===== src/design/adc_cmd_params.svh =====
// Purpose: constants for the converter command decoder
// Assumes: 16-bit frames, msb first
// Notes: codes, field positions and reset values
`ifndef ADC_CMD_PARAMS_SVH
`define ADC_CMD_PARAMS_SVH
`define FRAME_BITS 5'h10
`define CMD_BITS 5'h04
`define HALF_BITS 5'h08
`define CMD_PWRDN 4'h8
`define CMD_CFG_RD 4'h9
`define CMD_CFG_WR 4'ha
`define CMD_TEST_MID 4'hb
`define CMD_TEST_LOW 4'hc
`define CMD_TEST_HIGH 4'hd
`define CMD_FIFO_RD 4'he
`define CMD_RESERVED 4'hf
`define CFG_RESET 12'h000
`define CFG_REF_SEL 11
`define CFG_REF_LVL 10
`define CFG_SAMP_LONG 9
`define CFG_CLK_HI 8
`define CFG_CLK_LO 7
`define CFG_MODE_HI 6
`define CFG_MODE_LO 5
`define CFG_SWEEP_HI 4
`define CFG_SWEEP_LO 3
`define CFG_PIN_EOC 2
`define CFG_TRIG_HI 1
`define CFG_TRIG_LO 0
`define SAMP_SHORT 5'h0c
`define SAMP_LONG 5'h18
`define FIFO_TRIG_FULL 4'h7
`define FIFO_TRIG_3Q 4'h5
`define FIFO_TRIG_HALF 4'h3
`define FIFO_TRIG_1Q 4'h1
`endif


===== src/design/adc_cmd_pkg.sv =====
// Purpose: types for the converter command decoder
// Assumes: nothing
// Notes: none
package adc_cmd_pkg;
	typedef enum logic [1:0] {mode_single, mode_repeat, mode_sweep,
		mode_repeat_sweep} conv_mode_t;
	typedef enum logic [1:0] {clk_osc, clk_sclk, clk_div4,
		clk_div2} conv_clk_t;
	typedef enum logic [1:0] {src_channel, src_test_mid, src_test_low,
		src_test_high} conv_src_t;
	typedef enum {st_idle, st_shift, st_done} frame_state_t;
endpackage


===== src/design/adc_command_config_decoder.sv =====
// Purpose: serial command decoder and configuration register
// Assumes: sclk, cs_n, frame_sync sampled synchronously on ref_clk
// Notes: result and fifo words come from outside via a two-entry buffer
// Behaviour
// - word is 4-bit command plus 12 data
// - most commands act on top nibble alone
// - codes 0-7 pick channels 0-7
// - four-channel: even codes pick channels 0-3
// - code 8 powers down analog and reference
// - code 9 shifts out all 12 configuration bits
// - code a stores 12-bit data to configuration
// - codes b,c,d select mid, low, high tests
// - code e outputs fifo word, low zeros
// - configuration survives power down states
// - halted clock mid write keeps partial state
// - bit 11 selects internal reference
// - bit 10 picks 2 V over 4 V
// - bit 9 picks 24 over 12 clocks
// - bits 8-7 pick conversion clock source
// - bits 6-5 pick mode; single bypasses fifo
// - sweep select honoured only in sweep modes
// - sweep sequences per variant and code
// - bit 2 makes status pin eoc
// - bits 1-0 set fifo trigger level
// - sampling starts after conversion command nibble
// - frame sync or chip select starts cycle
// - conversion reads give previous result first
// - output floats after sixteenth bit
`timescale 1ns/1ps
`include "adc_cmd_params.svh"
module adc_command_config_decoder
	import adc_cmd_pkg::*;
#(
	parameter bit EIGHT_CHANNEL = 1'b1
) (
	input wire logic ref_clk,
	input wire logic rst_n,
	input wire logic sclk,
	input wire logic cs_n,
	input wire logic frame_sync,
	input wire logic serial_in,
	output logic serial_out,
	output logic serial_out_oe,
	input wire logic [11:0] word_in,
	input wire logic word_in_valid,
	output logic word_in_ready,
	output logic [11:0] converter_configuration,
	output logic sample_start,
	output logic [5:0] sample_clocks,
	output logic [2:0] channel_sel,
	output conv_src_t conv_source,
	output logic power_down,
	output logic fifo_pop,
	output logic [3:0] fifo_trigger,
	output logic [2:0] sweep_len,
	output logic sweep_enable
);

	typedef struct packed {
		frame_state_t st;
		logic sclk_d;
		logic cs_d;
		logic fs_d;
		logic fs_mode;
		logic [4:0] bitcnt;
		logic [15:0] shin;
		logic [15:0] shout;
		logic so;
		logic so_oe;
		logic [11:0] cfg;
		logic [1:0] bvalid;
		logic [11:0] b0;
		logic [11:0] b1;
		logic [11:0] last_word;
		logic samp;
		logic [5:0] samp_n;
		logic [2:0] chan;
		conv_src_t src;
		logic pdn;
		logic pop;
	} state_t;

	state_t cur_ff, nxt_ff;

	function automatic logic is_conv_cmd(input logic [3:0] c, input bit e8);
		if (c <= 4'h7) begin
			is_conv_cmd = e8 | ~c[0];
		end else begin
			is_conv_cmd = (c == `CMD_TEST_MID) | (c == `CMD_TEST_LOW) |
				(c == `CMD_TEST_HIGH);
		end
	endfunction

	function automatic logic [3:0] trig_level(input logic [1:0] t);
		unique case (t)
			2'b00: trig_level = `FIFO_TRIG_FULL;
			2'b01: trig_level = `FIFO_TRIG_3Q;
			2'b10: trig_level = `FIFO_TRIG_HALF;
			2'b11: trig_level = `FIFO_TRIG_1Q;
		endcase
	endfunction

	logic sclk_rise;
	logic sclk_fall;
	logic cs_fall;
	logic fs_fall;
	logic start;
	logic shift_edge;
	logic out_edge;
	logic [3:0] cmd;
	logic [15:0] word_now;
	logic single;
	logic [3:0] slen_full;

	// delayed copies reset to the idle pin levels, so no false edge
	assign sclk_rise = sclk & ~cur_ff.sclk_d;
	assign sclk_fall = ~sclk & cur_ff.sclk_d;
	assign cs_fall = ~cs_n & cur_ff.cs_d;
	assign fs_fall = ~frame_sync & cur_ff.fs_d & ~cs_n;

	// dsp framing samples on falling clock edges, spi on rising
	assign shift_edge = cur_ff.fs_mode ? sclk_fall : sclk_rise;
	assign out_edge = cur_ff.fs_mode ? sclk_rise : sclk_fall;

	assign word_now = {cur_ff.shin[14:0], serial_in};

	// at the fourth edge the nibble sits in the low bits of the shifter
	assign cmd = word_now[3:0];

	always_comb begin
		nxt_ff = cur_ff;
		nxt_ff.sclk_d = sclk;
		nxt_ff.cs_d = cs_n;
		nxt_ff.fs_d = frame_sync;
		nxt_ff.samp = 1'b0;
		nxt_ff.pop = 1'b0;
		start = 1'b0;

		// buffer fill: holds word until a read frame takes it
		if (word_in_valid && cur_ff.bvalid != 2'b11) begin
			if (cur_ff.bvalid[0]) begin
				nxt_ff.b1 = word_in;
				nxt_ff.bvalid[1] = 1'b1;
			end else begin
				nxt_ff.b0 = word_in;
				nxt_ff.bvalid[0] = 1'b1;
			end
		end

		// frame start
		if (cs_n) begin
			nxt_ff.st = st_idle;
			nxt_ff.so_oe = 1'b0;
		end else if (cs_fall) begin
			// frame sync high at chip select fall means spi framing
			nxt_ff.fs_mode = ~frame_sync;
			start = frame_sync;
		end else if (fs_fall) begin
			start = 1'b1;
		end

		if (start) begin
			nxt_ff.st = st_shift;
			nxt_ff.bitcnt = 5'h00;
			// previous result leads the word, don't-care tail is zero
			nxt_ff.shout = {cur_ff.last_word, 4'h0};
			nxt_ff.so = cur_ff.last_word[11];
			nxt_ff.so_oe = 1'b1;
		end

		// shifting
		if (cur_ff.st == st_shift && !cs_n) begin

			// no edge means no progress, so a paused write simply waits
			if (shift_edge) begin
				nxt_ff.shin = word_now;
				nxt_ff.bitcnt = cur_ff.bitcnt + 5'h01;

				if (cur_ff.bitcnt == `CMD_BITS - 5'h01) begin
					// act on nibble alone; data field ignored here
					if (is_conv_cmd(cmd, EIGHT_CHANNEL)) begin
						nxt_ff.samp = 1'b1;
						nxt_ff.pdn = 1'b0;

						if (cmd[3] == 1'b0) begin
							nxt_ff.src = src_channel;
							nxt_ff.chan = EIGHT_CHANNEL ? cmd[2:0] :
								{1'b0, cmd[2:1]};
						end else if (cmd == `CMD_TEST_MID) begin
							nxt_ff.src = src_test_mid;
						end else if (cmd == `CMD_TEST_LOW) begin
							nxt_ff.src = src_test_low;
						end else begin
							nxt_ff.src = src_test_high;
						end

						if (cur_ff.bvalid[0]) begin
							nxt_ff.last_word = cur_ff.b0;
							nxt_ff.pop = 1'b1;
						end

					end else if (cmd == `CMD_PWRDN) begin
						nxt_ff.pdn = 1'b1;

					end else if (cmd == `CMD_CFG_RD) begin
						// three bits already left; register fills the
						// twelve output slots still to come
						nxt_ff.shout[14:3] = cur_ff.cfg;

					end else if (cmd == `CMD_FIFO_RD) begin
						nxt_ff.shout[3:0] = 4'h0;
						if (cur_ff.bvalid[0]) begin
							nxt_ff.last_word = cur_ff.b0;
							nxt_ff.pop = 1'b1;
						end
					end
					// reserved code falls through untouched
				end

				if (cur_ff.bitcnt == `FRAME_BITS - 5'h01) begin
					nxt_ff.st = st_done;
					if (word_now[15:12] == `CMD_CFG_WR) begin
						nxt_ff.cfg = word_now[11:0];
					end
				end
			end

			if (out_edge && cur_ff.bitcnt != 5'h00) begin
				nxt_ff.shout = {cur_ff.shout[14:0], 1'b0};
				nxt_ff.so = cur_ff.shout[14];
				if (cur_ff.bitcnt == `FRAME_BITS) begin
					nxt_ff.so_oe = 1'b0;
				end
			end

		end else if (cur_ff.st == st_done && out_edge) begin
			nxt_ff.so_oe = 1'b0;
		end

		// popped word leaves the buffer; shift second entry down
		if (nxt_ff.pop) begin
			nxt_ff.b0 = nxt_ff.bvalid[1] ? nxt_ff.b1 : nxt_ff.b0;
			nxt_ff.bvalid = {1'b0, nxt_ff.bvalid[1]};
		end

		nxt_ff.samp_n = cur_ff.cfg[`CFG_SAMP_LONG] ? 6'(`SAMP_LONG) :
			6'(`SAMP_SHORT);
	end

	// power down never touches cfg, so settings survive it
	always_ff @(posedge ref_clk or negedge rst_n) begin
		if (!rst_n) begin
			cur_ff <= '0;
			cur_ff.sclk_d <= 1'b0;
			cur_ff.cs_d <= 1'b1;
			cur_ff.fs_d <= 1'b1;
			cur_ff.cfg <= `CFG_RESET;
		end else begin
			cur_ff <= nxt_ff;
		end
	end

	assign single = cur_ff.cfg[`CFG_MODE_HI:`CFG_MODE_LO] == 2'b00;

	// trigger level doubles as the sweep length
	assign slen_full = trig_level(cur_ff.cfg[`CFG_TRIG_HI:`CFG_TRIG_LO]);


	always_comb begin
		serial_out = cur_ff.so;
		serial_out_oe = cur_ff.so_oe;
		word_in_ready = ~cur_ff.bvalid[1];
		// bits 11..2 decoded downstream by analog and timing logic
		converter_configuration = cur_ff.cfg;
		sample_start = cur_ff.samp;
		sample_clocks = cur_ff.samp_n;
		channel_sel = cur_ff.chan;
		conv_source = cur_ff.src;
		power_down = cur_ff.pdn;
		fifo_pop = cur_ff.pop;
	end

	// mode-dependent outputs are registered below to stay flop-driven
	logic [3:0] trig_ff;
	logic [2:0] slen_ff;
	logic sweep_ff;
	always_ff @(posedge ref_clk or negedge rst_n) begin
		if (!rst_n) begin
			trig_ff <= 4'h0;
			slen_ff <= 3'h0;
			sweep_ff <= 1'b0;
		end else begin
			// single shot bypasses fifo; trigger forced off
			trig_ff <= single ? 4'h0 : slen_full;

			slen_ff <= slen_full[2:0];

			sweep_ff <= cur_ff.cfg[`CFG_MODE_HI] &&
				(EIGHT_CHANNEL || cur_ff.cfg[4:3] != 2'b00);
		end
	end
	assign fifo_trigger = trig_ff;
	assign sweep_len = slen_ff;
	assign sweep_enable = sweep_ff;

endmodule


===== config.mk =====
export PLATFORM = sky130hd
export DESIGN_NAME = adc_command_config_decoder
export DESIGN_NICKNAME = d
export VERILOG_FILES = /design/src/design/adc_cmd_pkg.sv /design/src/design/adc_command_config_decoder.sv
export VERILOG_INCLUDE_DIRS = /design/src /design/src/design
export SDC_FILE = /design/constraint.sdc
export NUM_CORES = 1
export LEC_CHECK = 0
export BUFFER_PORTS_ARGS = -buffer_cell sky130_fd_sc_hd__buf_2
export CAP_MARGIN = 20
export CORE_ASPECT_RATIO = 1.4
export CORE_MARGIN = 1
export CORE_UTILIZATION = 54
export CTS_CLUSTER_DIAMETER = 60
export CTS_CLUSTER_SIZE = 14
export DETAILED_ROUTE_END_ITERATION = 12
export PLACE_DENSITY = 0.73
export SLEW_MARGIN = 20
export SYNTH_ARGS = -nofsm -noshare
export SYNTH_HDL_FRONTEND = slang
export SYNTH_SLANG_ARGS = --single-unit

===== constraint.sdc =====
create_clock -name ref_clk -period 4.66 [get_ports ref_clk]
set_input_delay 1.165 -clock ref_clk [delete_from_list [all_inputs] [get_ports ref_clk]]
set_output_delay 1.165 -clock ref_clk [all_outputs]
set_load 0.005 [all_outputs]

## After elaboration in Yosys (flattened, before gate mapping)

Index checks and enable logic that the tools add are counted.

| storage, ports and cells | value |
|---|---|
| flip-flop bits (word level) | 146 |
| latch bits | 0 |
| RAM bits | 0 |
| memory bits (read-only) | 0 |
| input port bits | 19 |
| output and inout bits | 37 |
| word-level logic and storage cells | 137 |
| memories kept | 0 |

| cells by class | value |
|---|---|
| $add $sub $neg | 1 |
| multiply operators | 0 |
| div/mod/pow operators | 0 |
| magnitude comparators | 1 |
| equality and inequality tests | 18 |
| shift operators | 0 |
| mux-type cells | 61 |
| bitwise logic cells | 13 |
| reduce and logical (&&, ||, !) cells | 18 |

Operator list:

| operator | number |
|---|---|
| $mux W32 | 5 |
| $mux W12 | 8 |
| $mux W15 | 4 |
| $mux W38 | 1 |
| $mux W18 | 2 |
| $eq A32 B2 Y1 const B | 1 |
| $eq A32 B3 Y1 const B | 1 |
| $eq A4 B4 Y1 const B | 7 |
| $mux W1 | 28 |
| $mux W26 | 1 |
| $mux W21 | 1 |
| $pmux W4 S4 | 1 |
| $mux W14 | 1 |
| $reduce_and A4 Y1 | 3 |
| $mux W11 | 1 |
| $mux W5 | 2 |
| $mux W4 | 2 |
| $mux W2 | 3 |
| $ne A2 B2 Y1 const B | 3 |
| $not A1 Y1 | 6 |
| $reduce_and A6 Y1 | 1 |
| $reduce_bool A2 Y1 | 3 |
| $add A5 B1 Y5 const B | 1 |
| $and A1 B1 Y1 | 5 |
| other kinds (14) | 21 |

## Depth between registers and ports, before layout

| logic depth | value |
|---|---|
| word-level depth | 15 |
| depth in mapped cells | 8 |
| depth with buffers taken out | 7 |

## Worst setup path before layout

OpenSTA, ideal clock, no wires.

| timing | value |
|---|---|
| kind | in2reg |
| start point | in cs_n |
| end point | reg cur_ff[72] (netlist bit) |
| setup time | 0.127 ns |
| arrival time | 2.850 ns |
| required time | 4.533 ns |
| setup slack | 1.683 ns |
| cell stages on the path | 7 |
| cells stage by stage | or3b_2 clkbuf_1 a211o_1 or4_1 clkbuf_1 o41ai_1 o2bb2ai_1 |

RTL lines:

| item | line | RTL |
|---|---|---|
| start: declaration | adc_command_config_decoder.sv:39 | `input wire logic cs_n,` |
| end signal: assignment | adc_command_config_decoder.sv:259 | `cur_ff <= nxt_ff;` |
| end: declaration | adc_command_config_decoder.sv:83 | `state_t cur_ff, nxt_ff;` |

## Worst setup path in the final report

| timing | value |
|---|---|
| start point | in sclk |
| end point | reg cur_ff[14] (netlist bit) |

| between the ends | value |
|---|---|
| cells in the longest elaborated chain, start to end | 4 |

RTL lines:

| item | line | RTL |
|---|---|---|
| start: declaration | adc_command_config_decoder.sv:38 | `input wire logic sclk,` |
| $not A1 Y1 | adc_command_config_decoder.sv:117 | `assign sclk_fall = ~sclk & cur_ff.sclk_d;` |
| $and A1 B1 Y1 | adc_command_config_decoder.sv:117 |  |
| $mux W1 * | adc_command_config_decoder.sv:122 | `assign shift_edge = cur_ff.fs_mode ? sclk_fall : sclk_rise;` |
| $reduce_and A6 Y1 (no line) * | - |  |

Every way passes the cells marked *; elsewhere a longest branch is shown, timed or not.
A chain may end at the register's enable or synchronous reset.

==> flow_results.org <==
** Global routing
- Summed over all layers, the global routing overflow is 0.
- Total global-route track usage :: 22.12%
- First-pass GRT wire length :: 20.05 mm
- The initial antenna violation count was 0.
- Pin count of the biggest net entering global routing :: 92
- Vias in the first global route :: 3981

** Worst hold path
- Hold Crit Class :: reg -> reg
- Along the worst hold path, the cell count comes to 1.

** Synthesis
- Register bit count reported by yosys :: 140
- Cell Area, Synth :: 0.006166 mm2
- EDFF count, synth :: 0
- After synthesis, flip-flops and latches occupy 56.86% of the total area.
- Synthesis handed over a netlist of 488 instances.
- Ys async rst share :: 100.0%
- Among all flip-flop cells after synthesis, the most frequent one is sky130_fd_sc_hd__dfrtp_1.
- The number of different library cells used by synthesis comes to 58.
- Syn avg cell area :: 12.64 um2
- Yosys Warn Count :: 0

** Clock network
- Root buf cell :: sky130_fd_sc_hd__clkbuf_16
- The clock tree synthesis step divided the H-tree into 4 levels.
- In this run, post-CTS repair resized a total of 0 instances.
- Counting along the longest clock path gives a buffer depth of 2.
- Inserted Clock Buffers :: 17
- After clock tree synthesis, the clock-pin slew on the worst setup and hold paths is 0.06 ns.
- Buffers added to address setup during post-CTS repair amount to 0.
- TritonCTS built the clock tree.
- Sinks on Clock Net :: 140
- Quantity of hold-fixing buffers added after cts :: 0
- Worst-Skew Late Latency :: 0.42 ns

** Setup path
- STA classifies the critical path startpoint as an input pin.
- Req. time, crit path :: 4.96 ns
- On the worst path, the slowest cell contributes a delay of 0.49 ns.
- Worst endpoint data arrival time :: 3.36 ns
- In this run the worst path has a maximum fanout of 14.
- Reg2reg path depth :: 5
- Worst path slowest cell :: sky130_fd_sc_hd__nand2b_1
- Category of the critical setup timing path :: in -> reg
- Worst setup EP type :: register
- The critical path goes through buf_2 > nor3b_1 > o211ai_1 > nor4_2 > nand2b_1 > mux2_1.

** Detailed routing
- Remaining design rule violation count :: 0
- Post-DR vias/cell :: 5.826
- For this block, the routed nets add up to 11.98 mm of wire.
- For this run, the detailed router's first-pass iteration total came to 4.
- DR WL/cell :: 17.99 um
- Length of routed met3 wiring :: 485 um
- The final route contains 3880 vias.
- Number of nets with antenna violations after detailed routing :: 0
- Metal1 wirelength :: 4.924 mm
- DRT iter0 DRCs :: 194
- Signal routing reaches up to met4.
- Amount of wire on met2 after detailed routing :: 6.318 mm

** Power
- Leak :: 3.532 nW
- The worst-case IR drop observed on VDD is 0.0002332 V.
- Net Sw Power :: 700.0 uW
- Cell internal power was estimated by the tool at 2.243 mW.
- Registers are responsible for 46.6% of the overall power.
- Proportion of power drawn by combinational gates :: 8.4%
- The completed layout was analyzed and its total power is 2.943 mW.
- Of the total power, the clock network draws 45.0%.
- Switching Share :: 23.79%
- Power spread over the standard cell area amounts to 423.7 mW/mm2.

** Placed design
- Including well taps, the total number of placed cells is 634.
- Gp weighted congestion :: 0.8149
- Total cell area at the placement stage :: 0.006356 mm2
- Input/output buffers :: 51
- Timing analysis after detailed placement gives a worst setup slack of 1.173 ns.
- Final HPWL DP :: 8.137 mm

** Timing
- Final critical-path required period :: 3.062 ns
- Across the routed clock network, the largest skew measured is 0.008992 ns.
- Transition time at the pin with the least slew margin :: 0.9471 ns
- Max-slew violation total from the final report :: 0
- Hold slack :: 0.4837 ns
- Setup-violating endpoint count in the final report :: 0
- TNS Setup :: 0 ns
- RSZ-0062 raised after global routing :: false
- Final count of hold timing violations :: 0
- The worst pin sits at a relative slew slack of 36.58%.
- Final period utilization :: 65.72%
- For this run, the top clock speed supported by timing is 326.5 MHz.
- After layout, the worst setup slack is 1.598 ns.

** Layout
- Filler Cell Count :: 849
- Measured on the finished design, the core utilization comes to 63.26%.
- Fin nets :: 534
- Antenna diode count :: 0
- Multi-input gate area :: 0.002330 mm2
- Post-Layout Cell Count :: 666
- The sequential cells in the finished layout cover a total of 0.003506 mm2.
- Area overhead of the layout relative to synthesis :: 12.64%
- Area of all placed cells without fillers :: 0.006945 mm2
- The post-route netlist has 33.52% of its cells at a drive strength greater than 1.

** Floorplanning
- Boundary Pins :: 56
- The initial utilization of the core area, before any placement, comes to 56.16%.
- From left edge to right edge, the die measures 92.31 um.
- Overall die area :: 0.01186 mm2
- The core region is 0.01098 mm2.
- The floorplan step set the die height to 128.4 um.
- The floorplan has 45 rows.

** Run
- Max-cap check violation count :: 0

** Run status
- Run status :: finished clean
state kept, by name, summed over array words and instances (netlist names), 2 cells and up:
name,flops
channel_sel,3
cmd,3
conv_source,2
converter_configuration,12
cur_ff,106
fifo_trigger,3
sample_clocks,2
sweep_len,3
cell type report:
class,instances,area share (%)
Inverter,12,0.6485
Multi-Input combinational cell,285,33.54
Timing Repair Buffer,56,4.306
Sequential cell,140,50.48
Clock inverter,10,1.657
Tap cell,141,2.540
Clock buffer,22,6.828
power groups by stage:
stage | Clock (mW) | Sequential (mW) | Combinational (mW)
6_report | 1.33 | 1.37 | 0.247
5_1_grt | 1.39 | 1.38 | 0.279
2_1_floorplan | 0 | 1.34 | 0.208
4_1_cts | 1.35 | 1.37 | 0.250
3_3_place_gp | 0 | 1.39 | 0.238
3_5_place_dp | 0 | 1.39 | 0.248
synth_stat cells (all sizes together), types with 12 or more instances:
cell / instances / share of area (%)
dfrtp: 138 / 56
mux2: 76 / 14
and3: 33 / 3.3
buf: 30 / 3.5
clkbuf: 24 / 1.5
nand2: 16 / 0.97
nor2: 16 / 0.97
and2: 14 / 1.4
inv: 12 / 0.73
worst paths after layout:
kind,endpoint,startpoint,slack (ns)
worst max-delay path,cur_ff[14],sclk,1.60
worst min register to register,cur_ff[75],cur_ff[74],0.48
worst min-delay path,cur_ff[75],cur_ff[74],0.48
worst max register to register,serial_out_oe,cur_ff[133],1.72
max in group asynchronous,cur_ff[104],rst_n,2.93
min in group asynchronous,sweep_len[0],rst_n,0.80
metal layers:
metal,track usage [%],vias to the layer above
li1,-,1789
met2,37.86,87
met3,5.378,18
met4,10.85,0
met1,25.98,1986
met5,0,-
cell families after synthesis:
family	share of synthesized area, %
AOI/OAI and AO/OA	8.685
muxes	15.30
other	0.1218
and+or+nand+nor	12.44
DFF	56.86
buffers and inverters	5.702
adders and majority gates	0.6088
xor gates and xnor gates	0.2841
worst max-delay path, delay by kind of cell:
| family | cells | cell delay (ns) |
|---|---|---|
| and+or+nand+nor | 3 | 1.38 |
| muxes | 1 | 0.45 |
| AOI/OAI and AO/OA | 1 | 0.25 |
| buffers and inverters | 1 | 0.11 |
placed cells by master, fill, tap and decap left out, types with 4 or more instances in the layout:
| cell type | count |
|---|---|
| sky130_fd_sc_hd__nor2_1 | 16 |
| sky130_fd_sc_hd__dfrtp_1 | 138 |
| sky130_fd_sc_hd__and2_1 | 14 |
| sky130_fd_sc_hd__mux2i_1 | 5 |
| sky130_fd_sc_hd__a211oi_1 | 11 |
| sky130_fd_sc_hd__nor4_2 | 5 |
| sky130_fd_sc_hd__mux2_2 | 65 |
| sky130_fd_sc_hd__clkbuf_16 | 17 |
| sky130_fd_sc_hd__buf_2 | 50 |
| sky130_fd_sc_hd__o21ai_0 | 7 |
| sky130_fd_sc_hd__inv_1 | 12 |
| sky130_fd_sc_hd__and3_1 | 33 |
| sky130_fd_sc_hd__a21oi_1 | 5 |
| sky130_fd_sc_hd__o2bb2ai_1 | 11 |
| sky130_fd_sc_hd__nor4_1 | 6 |
| sky130_fd_sc_hd__nand2_1 | 16 |
| sky130_fd_sc_hd__conb_1 | 5 |
| sky130_fd_sc_hd__nor3b_1 | 4 |
| sky130_fd_sc_hd__mux2_4 | 10 |
| sky130_fd_sc_hd__buf_4 | 5 |
| sky130_fd_sc_hd__o41ai_1 | 11 |
(Power assumes the default switching activity.)
